File: src/core/cct_regs.svh
// register offsets, field positions, reset values for the capture/compare timer
// assumes a 32-bit axi4-lite slave, one byte register per aligned word
`ifndef CCT_REGS_SVH
`define CCT_REGS_SVH
`define CCT_OFS_CTL1   8'h00
`define CCT_OFS_CTL2   8'h04
`define CCT_OFS_STAT   8'h08
`define CCT_OFS_CAP1H  8'h0c
`define CCT_OFS_CAP1L  8'h10
`define CCT_OFS_CMP1H  8'h14
`define CCT_OFS_CMP1L  8'h18
`define CCT_OFS_CAP2H  8'h1c
`define CCT_OFS_CAP2L  8'h20
`define CCT_OFS_CMP2H  8'h24
`define CCT_OFS_CMP2L  8'h28
`define CCT_OFS_CNTH   8'h2c
`define CCT_OFS_CNTL   8'h30
`define CCT_OFS_SCNTH  8'h34
`define CCT_OFS_SCNTL  8'h38
// control one fields
`define CCT_C1_LVL1    0
`define CCT_C1_LVL2    1
`define CCT_C1_EDGE1   2
`define CCT_C1_FORCE1  3
`define CCT_C1_FORCE2  4
`define CCT_C1_OVFIE   5
`define CCT_C1_CMPIE   6
`define CCT_C1_CAPIE   7
// control two fields
`define CCT_C2_OE1     0
`define CCT_C2_OE2     1
`define CCT_C2_CS_LO   2
`define CCT_C2_CS_HI   3
`define CCT_C2_EXEDGE  4
`define CCT_C2_EDGE2   5
`define CCT_C2_OPM     6
`define CCT_C2_PWM     7
// status fields
`define CCT_ST_CAP1    0
`define CCT_ST_CAP2    1
`define CCT_ST_CMP1    2
`define CCT_ST_CMP2    3
`define CCT_ST_OVF     4
// reset values
`define CCT_CNT_RST    16'hfffc
`define CCT_CMP_RST    16'h8000
`define CCT_CTL_RST    8'h00
`endif

File: src/core/cct_pkg.sv
// types shared by the capture/compare timer and its bench
// assumes the offsets and fields of cct_regs.svh
package cct_pkg;
    // clock select codes
    typedef enum logic [1:0] {
        CCT_DIV2 = 2'b00,
        CCT_DIV4 = 2'b01,
        CCT_DIV8 = 2'b10,
        CCT_EXT  = 2'b11
    } cct_clk_sel_t;

    // axi4-lite, master to slave
    typedef struct packed {
        logic        awvalid;
        logic [7:0]  awaddr;
        logic        wvalid;
        logic [31:0] wdata;
        logic [3:0]  wstrb;
        logic        bready;
        logic        arvalid;
        logic [7:0]  araddr;
        logic        rready;
    } cct_axi_req_t;

    // axi4-lite, slave to master
    typedef struct packed {
        logic        awready;
        logic        wready;
        logic        bvalid;
        logic [1:0]  bresp;
        logic        arready;
        logic        rvalid;
        logic [31:0] rdata;
        logic [1:0]  rresp;
    } cct_axi_rsp_t;
endpackage : cct_pkg

File: src/core/cct_timer.sv
// capture/compare timer: 16-bit counter, two captures, two compares
// assumes one 50 mhz clock, synchronous reset, axi4-lite register access
`timescale 1ns/1ps
`default_nettype none
`include "cct_regs.svh"

module cct_timer
    import cct_pkg::*;
(
    input  wire logic         clk,
    input  wire logic         reset,
    input  wire cct_axi_req_t axi_req,
    output var  cct_axi_rsp_t axi_rsp,
    input  wire logic         cpu_irq_mask,
    input  wire logic         halt,
    input  wire logic         ext_clock_pin,
    input  wire logic [1:0]   capture_pin,
    output logic [1:0]        compare_output_pin,
    output logic [1:0]        compare_output_pin_oe,
    output logic              timer_irq
);

    // ****************************************************************
    // state
    // ****************************************************************
    typedef struct packed {
        logic             aw_ok;
        logic [7:0]       aw_addr;
        logic             w_ok;
        logic [7:0]       w_data;
        logic             w_en;
        logic             bvalid;
        logic [1:0]       bresp;
        logic             rvalid;
        logic [7:0]       rdata;
        logic [1:0]       rresp;
        logic [7:0]       ctl1;
        logic [7:0]       ctl2;
        logic [15:0]      cnt;
        logic [2:0]       pre;
        logic [2:0]       ext_s;
        logic [1:0][2:0]  cap_s;
        logic [1:0][15:0] cap;
        logic [1:0][15:0] cmp;
        logic [1:0]       cap_block;
        logic [1:0]       cmp_hold;
        logic [1:0]       cap_f;
        logic [1:0]       cmp_f;
        logic             ovf_f;
        logic [1:0]       arm_cap;
        logic [1:0]       arm_cmp;
        logic             arm_ovf;
        logic [7:0]       lo_latch;
        logic             latched;
        logic [1:0]       pin;
    } cct_state_t;

    cct_state_t s_q;
    cct_state_t s_d;

    // ****************************************************************
    // bus answers
    // ****************************************************************
    // one write and one read in flight; ready drops while answer pends
    always_comb begin
        axi_rsp.awready = !s_q.aw_ok && !s_q.bvalid;
        axi_rsp.wready  = !s_q.w_ok && !s_q.bvalid;
        axi_rsp.bvalid  = s_q.bvalid;
        axi_rsp.bresp   = s_q.bresp;
        axi_rsp.arready = !s_q.rvalid;
        axi_rsp.rvalid  = s_q.rvalid;
        axi_rsp.rdata   = {24'h000000, s_q.rdata};
        axi_rsp.rresp   = s_q.rresp;
    end

    // pins and interrupt
    assign compare_output_pin    = s_q.pin;
    assign compare_output_pin_oe = {s_q.ctl2[`CCT_C2_OE2], s_q.ctl2[`CCT_C2_OE1]};

    // request stays pending while masked, fires once mask clears
    assign timer_irq = !cpu_irq_mask && (
        (s_q.ovf_f && s_q.ctl1[`CCT_C1_OVFIE]) ||
        ((|s_q.cap_f) && s_q.ctl1[`CCT_C1_CAPIE]) ||
        ((|s_q.cmp_f) && s_q.ctl1[`CCT_C1_CMPIE]));

    // ****************************************************************
    // next state
    // ****************************************************************
    always_comb begin
        logic         rd;
        logic         wr;
        logic [7:0]   ra;
        logic [7:0]   wa;
        logic         tick;
        logic         ext_edge;
        logic [15:0]  cnt_inc;
        logic [1:0]   cs;
        logic [1:0]   edge_sel;
        logic [1:0]   lvl;
        logic [1:0]   cap_ev;
        logic [1:0]   cmp_ev;
        logic [1:0]   cap_lo_acc;
        logic [1:0]   cmp_lo_acc;
        logic         cnt_lo_acc;
        logic         stat_rd;
        logic         ovf_ev;
        logic         modes_off;
        rd         = axi_req.arvalid && !s_q.rvalid;
        wr         = s_q.aw_ok && s_q.w_ok && !s_q.bvalid;
        ra         = axi_req.araddr & 8'hfc;
        wa         = s_q.aw_addr & 8'hfc;
        cs         = s_q.ctl2[`CCT_C2_CS_HI:`CCT_C2_CS_LO];
        edge_sel   = {s_q.ctl2[`CCT_C2_EDGE2], s_q.ctl1[`CCT_C1_EDGE1]};
        lvl        = {s_q.ctl1[`CCT_C1_LVL2], s_q.ctl1[`CCT_C1_LVL1]};
        modes_off  = s_q.ctl2[`CCT_C2_OPM] || s_q.ctl2[`CCT_C2_PWM];
        cnt_inc    = s_q.cnt + 16'h0001;
        cap_ev     = 2'b00;
        cmp_ev     = 2'b00;
        cap_lo_acc = 2'b00;
        cmp_lo_acc = 2'b00;
        cnt_lo_acc = 1'b0;
        stat_rd    = 1'b0;
        // defaults first so no path leaves a temporary unset
        tick       = 1'b0;
        ext_edge   = 1'b0;
        ovf_ev     = 1'b0;
        s_d        = s_q;

        // synchronisers: first stage feeds only the second
        s_d.ext_s = {s_q.ext_s[1:0], ext_clock_pin};
        for (int i = 0; i < 2; i++) begin
            s_d.cap_s[i] = {s_q.cap_s[i][1:0], capture_pin[i]};
        end

        // timer clock from prescaler or external pin edge
        s_d.pre  = s_q.pre + 3'd1;
        ext_edge = s_q.ctl2[`CCT_C2_EXEDGE] ? (s_q.ext_s[1] && !s_q.ext_s[2])
                                            : (!s_q.ext_s[1] && s_q.ext_s[2]);
        case (cct_clk_sel_t'(cs))
            CCT_DIV2: tick = s_q.pre[0];
            CCT_DIV4: tick = &s_q.pre[1:0];
            CCT_DIV8: tick = &s_q.pre;
            CCT_EXT:  tick = ext_edge;
            default:  tick = 1'b0;
        endcase
        tick = tick && !halt;

        // ------------------------------------------------------------
        // counter and overflow
        // ------------------------------------------------------------
        ovf_ev = tick && (s_q.cnt == 16'hffff);
        if (tick) begin
            s_d.cnt = cnt_inc;
        end

        // compare each timer clock; div-by-2 hits at the value itself,
        // slower clocks hit as the counter leaves it
        for (int i = 0; i < 2; i++) begin
            if (tick && !s_q.cmp_hold[i]) begin
                if (cct_clk_sel_t'(cs) == CCT_DIV2) begin
                    cmp_ev[i] = (cnt_inc == s_q.cmp[i]);
                end else begin
                    cmp_ev[i] = (s_q.cnt == s_q.cmp[i]);
                end
            end
            // only an enabled pin shows the programmed level
            if (cmp_ev[i] && s_q.ctl2[`CCT_C2_OE1 + i]) begin
                s_d.pin[i] = lvl[i];
            end
        end

        // capture on the synchronised active edge; sync plus edge plus
        // flag register gives the flag 3 clocks after the pin moves
        for (int i = 0; i < 2; i++) begin
            if (edge_sel[i]) begin
                cap_ev[i] = s_q.cap_s[i][1] && !s_q.cap_s[i][2];
            end else begin
                cap_ev[i] = !s_q.cap_s[i][1] && s_q.cap_s[i][2];
            end
            cap_ev[i] = cap_ev[i] && !s_q.cap_block[i];
            if (cap_ev[i]) begin
                s_d.cap[i] = s_q.cnt;
            end
        end

        // ------------------------------------------------------------
        // register reads, with their side effects
        // ------------------------------------------------------------
        if (rd) begin
            s_d.rvalid = 1'b1;
            s_d.rresp  = 2'b00;
            s_d.rdata  = 8'h00;
            case (ra)
                `CCT_OFS_CTL1: s_d.rdata = s_q.ctl1;
                `CCT_OFS_CTL2: s_d.rdata = s_q.ctl2;
                `CCT_OFS_STAT: begin
                    s_d.rdata = {3'b000, s_q.ovf_f, s_q.cmp_f, s_q.cap_f};
                    stat_rd   = 1'b1;
                end
                `CCT_OFS_CAP1H: begin
                    s_d.rdata        = s_q.cap[0][15:8];
                    s_d.cap_block[0] = 1'b1;
                end
                `CCT_OFS_CAP1L: begin
                    s_d.rdata     = s_q.cap[0][7:0];
                    cap_lo_acc[0] = 1'b1;
                end
                `CCT_OFS_CAP2H: begin
                    s_d.rdata        = s_q.cap[1][15:8];
                    s_d.cap_block[1] = 1'b1;
                end
                `CCT_OFS_CAP2L: begin
                    s_d.rdata     = s_q.cap[1][7:0];
                    cap_lo_acc[1] = 1'b1;
                end
                `CCT_OFS_CMP1H: s_d.rdata = s_q.cmp[0][15:8];
                `CCT_OFS_CMP1L: begin
                    s_d.rdata     = s_q.cmp[0][7:0];
                    cmp_lo_acc[0] = 1'b1;
                end
                `CCT_OFS_CMP2H: s_d.rdata = s_q.cmp[1][15:8];
                `CCT_OFS_CMP2L: begin
                    s_d.rdata     = s_q.cmp[1][7:0];
                    cmp_lo_acc[1] = 1'b1;
                end
                `CCT_OFS_CNTH, `CCT_OFS_SCNTH: begin
                    s_d.rdata = s_q.cnt[15:8];
                    // repeated high reads keep the first snapshot
                    if (!s_q.latched) begin
                        s_d.lo_latch = s_q.cnt[7:0];
                        s_d.latched  = 1'b1;
                    end
                end
                `CCT_OFS_CNTL, `CCT_OFS_SCNTL: begin
                    s_d.rdata   = s_q.latched ? s_q.lo_latch : s_q.cnt[7:0];
                    s_d.latched = 1'b0;
                    cnt_lo_acc  = (ra == `CCT_OFS_CNTL);
                end
                default: s_d.rresp = 2'b10;
            endcase
        end else if (s_q.rvalid && axi_req.rready) begin
            s_d.rvalid = 1'b0;
        end

        // ------------------------------------------------------------
        // write channel capture, either order
        // ------------------------------------------------------------
        // aw and w may arrive apart; each is held until the write completes
        if (axi_req.awvalid && axi_rsp.awready) begin
            s_d.aw_ok   = 1'b1;
            s_d.aw_addr = axi_req.awaddr;
        end
        if (axi_req.wvalid && axi_rsp.wready) begin
            s_d.w_ok   = 1'b1;
            s_d.w_data = axi_req.wdata[7:0];
            s_d.w_en   = axi_req.wstrb[0];
        end
        if (s_q.bvalid && axi_req.bready) begin
            s_d.bvalid = 1'b0;
        end

        // ------------------------------------------------------------
        // register writes; a cleared byte lane leaves registers alone
        // ------------------------------------------------------------
        if (wr) begin
            s_d.aw_ok  = 1'b0;
            s_d.w_ok   = 1'b0;
            s_d.bvalid = 1'b1;
            s_d.bresp  = 2'b00;
            case (wa)
                `CCT_OFS_CTL1: if (s_q.w_en) begin
                    // force bits act once and are not stored
                    s_d.ctl1 = s_q.w_data & 8'he7;
                    for (int i = 0; i < 2; i++) begin
                        if (s_q.w_data[`CCT_C1_FORCE1 + i] && !modes_off &&
                            s_q.ctl2[`CCT_C2_OE1 + i]) begin
                            s_d.pin[i] = s_q.w_data[`CCT_C1_LVL1 + i];
                        end
                    end
                end
                `CCT_OFS_CTL2: if (s_q.w_en) begin
                    s_d.ctl2 = s_q.w_data;
                end
                `CCT_OFS_STAT: ;
                `CCT_OFS_CAP1H, `CCT_OFS_CAP2H: ;
                // a clear step needs the byte lane, like every other write
                `CCT_OFS_CAP1L: cap_lo_acc[0] = s_q.w_en;
                `CCT_OFS_CAP2L: cap_lo_acc[1] = s_q.w_en;
                `CCT_OFS_CMP1H: if (s_q.w_en) begin
                    s_d.cmp[0][15:8] = s_q.w_data;
                    s_d.cmp_hold[0]  = 1'b1;
                end
                `CCT_OFS_CMP2H: if (s_q.w_en) begin
                    s_d.cmp[1][15:8] = s_q.w_data;
                    s_d.cmp_hold[1]  = 1'b1;
                end
                `CCT_OFS_CMP1L: if (s_q.w_en) begin
                    s_d.cmp[0][7:0] = s_q.w_data;
                    s_d.cmp_hold[0] = 1'b0;
                    cmp_lo_acc[0]   = 1'b1;
                end
                `CCT_OFS_CMP2L: if (s_q.w_en) begin
                    s_d.cmp[1][7:0] = s_q.w_data;
                    s_d.cmp_hold[1] = 1'b0;
                    cmp_lo_acc[1]   = 1'b1;
                end
                `CCT_OFS_CNTH, `CCT_OFS_SCNTH: ;
                `CCT_OFS_CNTL, `CCT_OFS_SCNTL: if (s_q.w_en) begin
                    // reload wins over a timer clock in the same cycle
                    s_d.cnt    = `CCT_CNT_RST;
                    cnt_lo_acc = cnt_lo_acc || (wa == `CCT_OFS_CNTL);
                end
                default: s_d.bresp = 2'b10;
            endcase
        end

        // ------------------------------------------------------------
        // flags: two-step clear, a new event beats the clear
        // ------------------------------------------------------------
        if (stat_rd) begin
            s_d.arm_ovf = s_q.arm_ovf || s_q.ovf_f;
            s_d.arm_cap = s_q.arm_cap | s_q.cap_f;
            s_d.arm_cmp = s_q.arm_cmp | s_q.cmp_f;
        end
        if (cnt_lo_acc) begin
            if (s_q.arm_ovf) begin
                s_d.ovf_f = 1'b0;
            end
            s_d.arm_ovf = 1'b0;
        end
        for (int i = 0; i < 2; i++) begin
            if (cap_lo_acc[i]) begin
                if (s_q.arm_cap[i]) begin
                    s_d.cap_f[i] = 1'b0;
                end
                s_d.arm_cap[i]   = 1'b0;
                s_d.cap_block[i] = 1'b0;
            end
            if (cmp_lo_acc[i]) begin
                if (s_q.arm_cmp[i]) begin
                    s_d.cmp_f[i] = 1'b0;
                end
                s_d.arm_cmp[i] = 1'b0;
            end
        end
        if (ovf_ev) begin
            s_d.ovf_f = 1'b1;
        end
        s_d.cap_f = s_d.cap_f | cap_ev;
        s_d.cmp_f = s_d.cmp_f | cmp_ev;
    end

    // ****************************************************************
    // state register
    // ****************************************************************
    // reset restarts the counter from fffc and drops the pin latches
    always_ff @(posedge clk) begin
        if (reset) begin
            s_q          <= '0;
            s_q.ctl1     <= `CCT_CTL_RST;
            s_q.ctl2     <= `CCT_CTL_RST;
            s_q.cnt      <= `CCT_CNT_RST;
            s_q.cmp[0]   <= `CCT_CMP_RST;
            s_q.cmp[1]   <= `CCT_CMP_RST;
            s_q.pin      <= 2'b00;
            s_q.ext_s    <= 3'b000;
        end else begin
            s_q <= s_d;
        end
    end

endmodule : cct_timer
`default_nettype wire

File: config.mk
export PLATFORM = sky130hd
export DESIGN_NAME = cct_timer
export DESIGN_NICKNAME = d
export VERILOG_FILES = /design/src/core/cct_pkg.sv /design/src/core/cct_timer.sv
export VERILOG_INCLUDE_DIRS = /design/src /design/src/core
export SDC_FILE = /design/constraint.sdc
export NUM_CORES = 1
export LEC_CHECK = 0
export ABC_CLOCK_PERIOD_IN_PS = 3150
export BUFFER_PORTS_ARGS = -buffer_cell sky130_fd_sc_hd__buf_2
export CORE_AREA = 5 5 149 151
export DETAILED_ROUTE_END_ITERATION = 10
export DIE_AREA = 0 0 154 156
export PLACE_DENSITY = 0.59
export SYNTH_ARGS = -nofsm -noshare
export SYNTH_HDL_FRONTEND = slang
export SYNTH_SLANG_ARGS = --single-unit
File: constraint.sdc
create_clock -name clk -period 3.15 [get_ports clk]
set_input_delay 0 -clock clk [delete_from_list [all_inputs] [get_ports clk]]
set_output_delay 0 -clock clk [all_outputs]
set_load 0.1 [all_outputs]
# [Word-level counts from Yosys, hierarchy flattened]
# Cells that the tools add are included.
[classes] n_addsub=2 n_eq_ne=40 n_mux=64 bitwise=5 n_reduce_logical=91
[op_table] op="8-bit case mux with 13 select lines" count=1
[op_table] op="6-bit by 4-bit == test with 1-bit output (second input constant)" count=14
[op_table] op="16-bit == test" count=4
[op_table] op="16-bit 2-to-1 mux" count=4
[op_table] op="6-bit by 3-bit == test with 1-bit output (second input constant)" count=8
[op_table] op="1-bit 2-to-1 mux" count=44
[op_table] op="1-bit logical AND" count=31
[op_table] op="15-bit OR reduction" count=2
[op_table] op="6-bit by 2-bit == test with 1-bit output (second input constant)" count=4
[op_table] op="3-bit AND reduction" count=8
[op_table] op="2-bit OR reduction" count=11
[op_table] op="2-bit 2-to-1 mux" count=9
[op_table] op="1-bit logical NOT" count=17
[op_table] op="16-bit by 1-bit adder with 16-bit output (second input constant)" count=1
[op_table] op="16-bit == test (second input constant)" count=1
[op_table] op="8-bit logical NOT" count=2
[op_table] op="2-bit nonzero test" count=7
[op_table] op="6-bit by 1-bit == test with 1-bit output (second input constant)" count=2
[op_table] op="2-bit AND reduction" count=5
[op_table] op="8-bit 2-to-1 mux" count=1
[op_table] op="2-bit inequality test (second input constant)" count=4
[op_table] op="2-bit bitwise OR" count=4
[op_table] op="4-bit AND reduction" count=2
[op_table] op="1-bit case mux with 2 select lines" count=3
[op_table] op="other kinds (8)" count=13
[word_totals] register_bits=164 in_bits=64 out_inout_bits=46 word_cells=240

# [Longest topological paths before layout]
[logic_depth] ltp_word=13 depth_mapped=10 depth_no_buf=9

# [Worst setup path after synthesis]
# OpenSTA, ideal clock, no wires.
[synth_timing] kind="reg2reg" startpoint="register s_q (netlist bit axi_rsp[38])" endpoint="register s_q[164] in the netlist's numbering" setup_ns=0.128 t_arrival_ns=2.454 required_ns=3.022 setup_slack_ns=0.568 stages_incl_launch_ff=6 path_buffers=1 period_less_slack_ns=2.582 path_cell_list="dfxtp_1 -> nor2_1 -> and2_1 -> clkbuf_1 -> mux2i_1 -> nor2_1"
[synth_rtl] item="from (decl)" line_no="cct_timer.sv:58" source="cct_state_t s_q;"

# [Worst setup path in the final report]
[layout_timing] startpoint="register s_q[101] in the netlist's numbering" endpoint="register s_q (netlist bit compare_output_pin[1])"
[layout_between] elab_chain_cells=10 word_cells_on_any_way=11 cone_classes="1 x add/sub; 2 x eq/ne; 7 x mux; 1 x reduce/logical"
[layout_lines] item="16-bit by 1-bit adder with 16-bit output" line_no="cct_timer.sv:116" source="cnt_inc = s_q.cnt + 16'h0001;"
[layout_lines] item="16-bit == test" line_no="cct_timer.sv:161" source="cmp_ev[i] = (cnt_inc == s_q.cmp[i]);"
[layout_lines] item="1-bit 2-to-1 mux *" line_no="cct_timer.sv:160" source="if (cct_clk_sel_t'(cs) == CCT_DIV2) begin"
[layout_lines] item="1-bit 2-to-1 mux *" line_no="cct_timer.sv:159" source="if (tick && !s_q.cmp_hold[i]) begin"
[layout_lines] item="1-bit logical AND *" line_no="cct_timer.sv:167" source="if (cmp_ev[i] && s_q.ctl2[`CCT_C2_OE1 + i]) begin"
[layout_lines] item="1-bit 2-to-1 mux *" line_no="cct_timer.sv:167"
[layout_lines] item="1-bit 2-to-1 mux" line_no="cct_timer.sv:275" source="if (s_q.w_data[`CCT_C1_FORCE1 + i] && !modes_off &&"
[layout_lines] item="2-bit 2-to-1 mux" line_no="cct_timer.sv:271" source="`CCT_OFS_CTL1: if (s_q.w_en) begin"
[layout_lines] item="2-bit 2-to-1 mux" line_no="cct_timer.sv:270" source="case (wa)"
[layout_lines] item="2-bit 2-to-1 mux *" line_no="cct_timer.sv:265" source="if (wr) begin"
# Every way passes the cells marked *; elsewhere a longest branch is shown, timed or not.
# A chain may end at the register's enable or synchronous reset.

==> results.txt <==
The flow ran to the end, and the final reports show no timing, DRC or antenna violations. The worst setup slack after placement came out at 0.332 ns. The net switching power came out at 1290 µW. The congestion estimate from routability-driven global placement came to 0.936. The cell at the slowest stage of the critical path is sky130_fd_sc_hd__or3b_1.

The number of maximum-capacitance violations is 0. The power density over cell area came out at 490 mW/mm². The sequential area share after synthesis came out at 39.4%. For this run, the number of Yosys warnings is 0. The post-synthesis cell type count is 67.

Setup repair after global routing left no endpoint under its margin. The area added between synthesis and finish is 14.8%. The clock net in this run drives a total of 160 sinks. The post-route core utilization is 45.1%. The initial antenna violation count is 0. The element type at the critical path end is a flop. The final-stage net count came out at 1061. The design internal power is 3280 µW. From bottom edge to top edge, the die measures 156 µm. The async set-or-reset flop fraction in the synthesized netlist is 0%. The remaining routing DRC violations is 0.

The count of nets left with antenna violations once routing finished came out at 0. The slack of the critical path is 0.296 ns. The final critical path takes up 90.6% of the cycle. The number of levels in the clock H-tree is 4. The worst hold path begins at axi_req[47]. The overall overflow remaining after global route is 0.

The count of input and output buffers is 52. The clock tree root buffer cell is sky130_fd_sc_hd__clkbuf_16. The via density per instance is 5.48. In this run the worst setup path begins at s_q[101].

The number of rows in the core area came out at 53. The DRC marker count from the first detailed-route iteration came out at 713. The highest net fanout along the worst path is 9. Setup total negative slack on the finished layout was measured at 0 ns. The post-detailed-route wirelength per cell is 19.4 µm. The worst flop-to-flop path endpoint is compare_output_pin[1]. The average instance in the mapped netlist occupies 8.63 µm². From left edge to right edge, the die measures 154 µm. The clock reaches the later pin of the worst-skew pair after 0.43 ns. The largest vdd supply drop came out at 0.000323 V. The number of I/O pins came out at 110. The switching share of power came out at 28.2%. The most common flop cell mapped by yosys is sky130_fd_sc_hd__dfxtp_1.

The number of global-route vias before repair came out at 6473. The cell area after layout is 0.00934 mm². The data arrival time of the worst path came out at 3.20 ns. The total routing resource utilization after global routing came out at 20.6%.

Of the cells placed in the final design, the portion with a size suffix greater than 1 is 14.6%. The placed instances occupy a cell area of 0.00856 mm². Setup violations remaining at the end of the flow were counted as 0. The area inside the core boundary is 0.0207 mm². The number of synthesized flops with an enable pin came out at 0.

The source of the worst register-to-register timing path is s_q[101]. The proportion of power drawn by combinational gates is 10.4%. The leakage power figure came out at 0.00362 µW. The clock transition at the registers of the reported paths came out at 0.07 ns. The worst hold path belongs to the class input pin to flop. The setup path with the least slack is of type flop to flop.

The total count of max-transition violations in the final report came out at 0. The final count of hold timing violations came out at 0. The maximum clock frequency came out at 350 MHz. The cell count after synthesis came out at 942. The part of the total power dissipated in sequential elements is 46.2%. The critical path ends at compare_output_pin[1]. On the worst path, the slowest cell contributes a delay of 0.54 ns. The post-route total power is 4580 µW. Counting the buffers created by CTS gives 17. The total via count in the routed design is 7016.

The buffer depth of the longest clock path is 2. The effective utilization at floorplan came out at 39.3%. The setup skew after layout is 0.0112 ns. The signal on the critical path passes through ha_1, or3b_1, nor4_4, or3b_1, nand4_1, nor4_2, nand4_1, mux2i_1, o31ai_1. Summed over all nets, the half-perimeter wirelength after detailed placement is 17800 µm. At the worst endpoint, the required time is 3.49 ns. The clock period minus worst slack is 2.85 ns. The power share of the clock group came out at 43.3%. The cell area after synthesis came out at 0.00813 mm².

The total iterations of the first detailed-routing run came out at 6. The global-route wire length before repair is 38600 µm. After synthesis the netlist holds a flip-flop and latch count of 160.

The total length of routed wires came out at 24800 µm. Measured in cells, the most critical reg-to-reg path has a length of 9. Entering global routing, the biggest net connects 81 pins. The setup check on the worst reg-to-reg path leaves a slack of 0.30 ns. The slew at the pin closest to its max-slew limit is 0.897 ns. TritonCTS built the clock tree. The worst slew margin relative to its limit is 39.8%. The worst setup path is launched from a flop.

The total inserted antenna cells is 0. The die covers 0.0240 mm².
## state kept, by name, summed over array words and instances, names as in the netlist
signal,count
s_q,138
compare_output_pin_oe,2
compare_output_pin,2
axi_rsp,12
s_d,6
## area by class of cell
class,count,area [µm²]
fill,2034,11400
multi-input combinational,694,4420
sequential,160,3200
timing repair buffer,114,781
clock buffer,17,425
tap,275,344
clock inverter,14,133
inverter,7,26.3
## routing by layer
layer	global-route usage, %	wire (µm)	vias up
met3	3.77	1910	43
met5	0	0	-
met4	6.56	536	0
li1	-	-	3331
met1	29.5	11400	3377
met2	31.6	11000	265
## synth_stat cells, drive strengths merged, types with 2 or more instances
library cell	count	share of area [%]
nor3	25	1.6
a21o	2	0.18
a221oi	8	0.86
and3	5	0.38
or3b	5	0.54
mux2i	98	12
a41oi	2	0.22
nand3	21	1.3
nand2b	6	0.46
buf	62	5.2
o32ai	2	0.22
nor3b	5	0.46
o221ai	2	0.22
o22ai	2	0.15
inv	7	0.32
o211ai	3	0.28
and2	6	0.46
mux2	6	0.83
dfxtp	160	39
xnor3	2	0.55
a222oi	5	0.62
a22oi	16	1.5
o21ai	20	1.2
nor4b	3	0.40
nor4	8	0.88
nand2	90	4.2
a211oi	4	0.37
or4	4	0.37
xor2	23	2.5
a31oi	7	0.54
nand3b	4	0.37
nand4	15	1.2
or3	3	0.23
or2	2	0.15
a21oi	45	2.8
nor2b	19	1.5
nor2	140	6.5
xnor2	32	3.4
clkbuf	44	2.0
o2111ai	2	0.22
a22o	5	0.54
a311oi	2	0.22
o31ai	3	0.28
ha	3	0.46
a211o	2	0.22
## power by group through the flow
stage | Combinational [µW] | Sequential (µW) | Clock, µW
after CTS | 475 | 2110 | 2010
final | 478 | 2120 | 1980
after floorplan | 407 | 2140 | 0
after global placement | 451 | 2160 | 0
after global routing | 508 | 2120 | 2100
after detailed placement | 454 | 2160 | 0
## worst min path at each step
stage                        to  slack (ns)  cells after the start
finish                 s_q[156]        0.07                      3
global route         axi_rsp[9]        0.09                      5
CTS                  axi_rsp[9]        0.07                      5
detailed placement  axi_rsp[34]        0.20                      2
global placement    axi_rsp[34]        0.20                      2
floorplan           axi_rsp[34]         0.1                      1
## per-stage QoR
stage	hold slack, ns	cells
finish	0.0700	1281
global route	0.0946	1281
CTS	0.0659	1281
detailed placement	0.197	1229
global placement	0.196	1229
floorplan	0.0990	967
## critical path: cells and delay by family, from the launching register on
family	cells	cell delay (ns)
fa+ha+maj	1	0.18
simple gates	6	1.87
compound gates	1	0.21
flops	1	0.34
mux	1	0.17
## cell families (layout without fill, tap and decap cells)
logic type,count (synthesis),count (layout),share of synthesized area (%)
compound gates,135,135,10.9
xor+xnor,58,58,6.77
buf+inv,113,152,7.54
other cells,1,26,0.0461
fa+ha+maj,3,3,0.462
simple gates,367,367,21.7
mux,105,105,13.2
flops,160,160,39.4
## repair_timing
| item | CTS | global route |
|---|---|---|
| setup endpoints to repair | 0 | 1 |
| hold endpoints to repair | 20 | 0 |
| gates resized for setup | 0 | 1 |
| hold buffers | 21 | 0 |
| setup buffers | 0 | 0 |
## cells in the final DEF (no fill, tap or decap), drive strengths merged, types with 12 or more instances in the layout
master       instances
nor2b               19
nand3               21
inv                 12
dfxtp              160
nor3                25
clkbuf              17
nor2               140
o21ai               20
xor2                23
a21oi               45
buf                 93
xnor2               32
mux2i               98
conb                26
a22oi               16
nand4               15
dlygate4sd3         21
nand2               90
No activity file was read; power rests on OpenSTA's default activity.
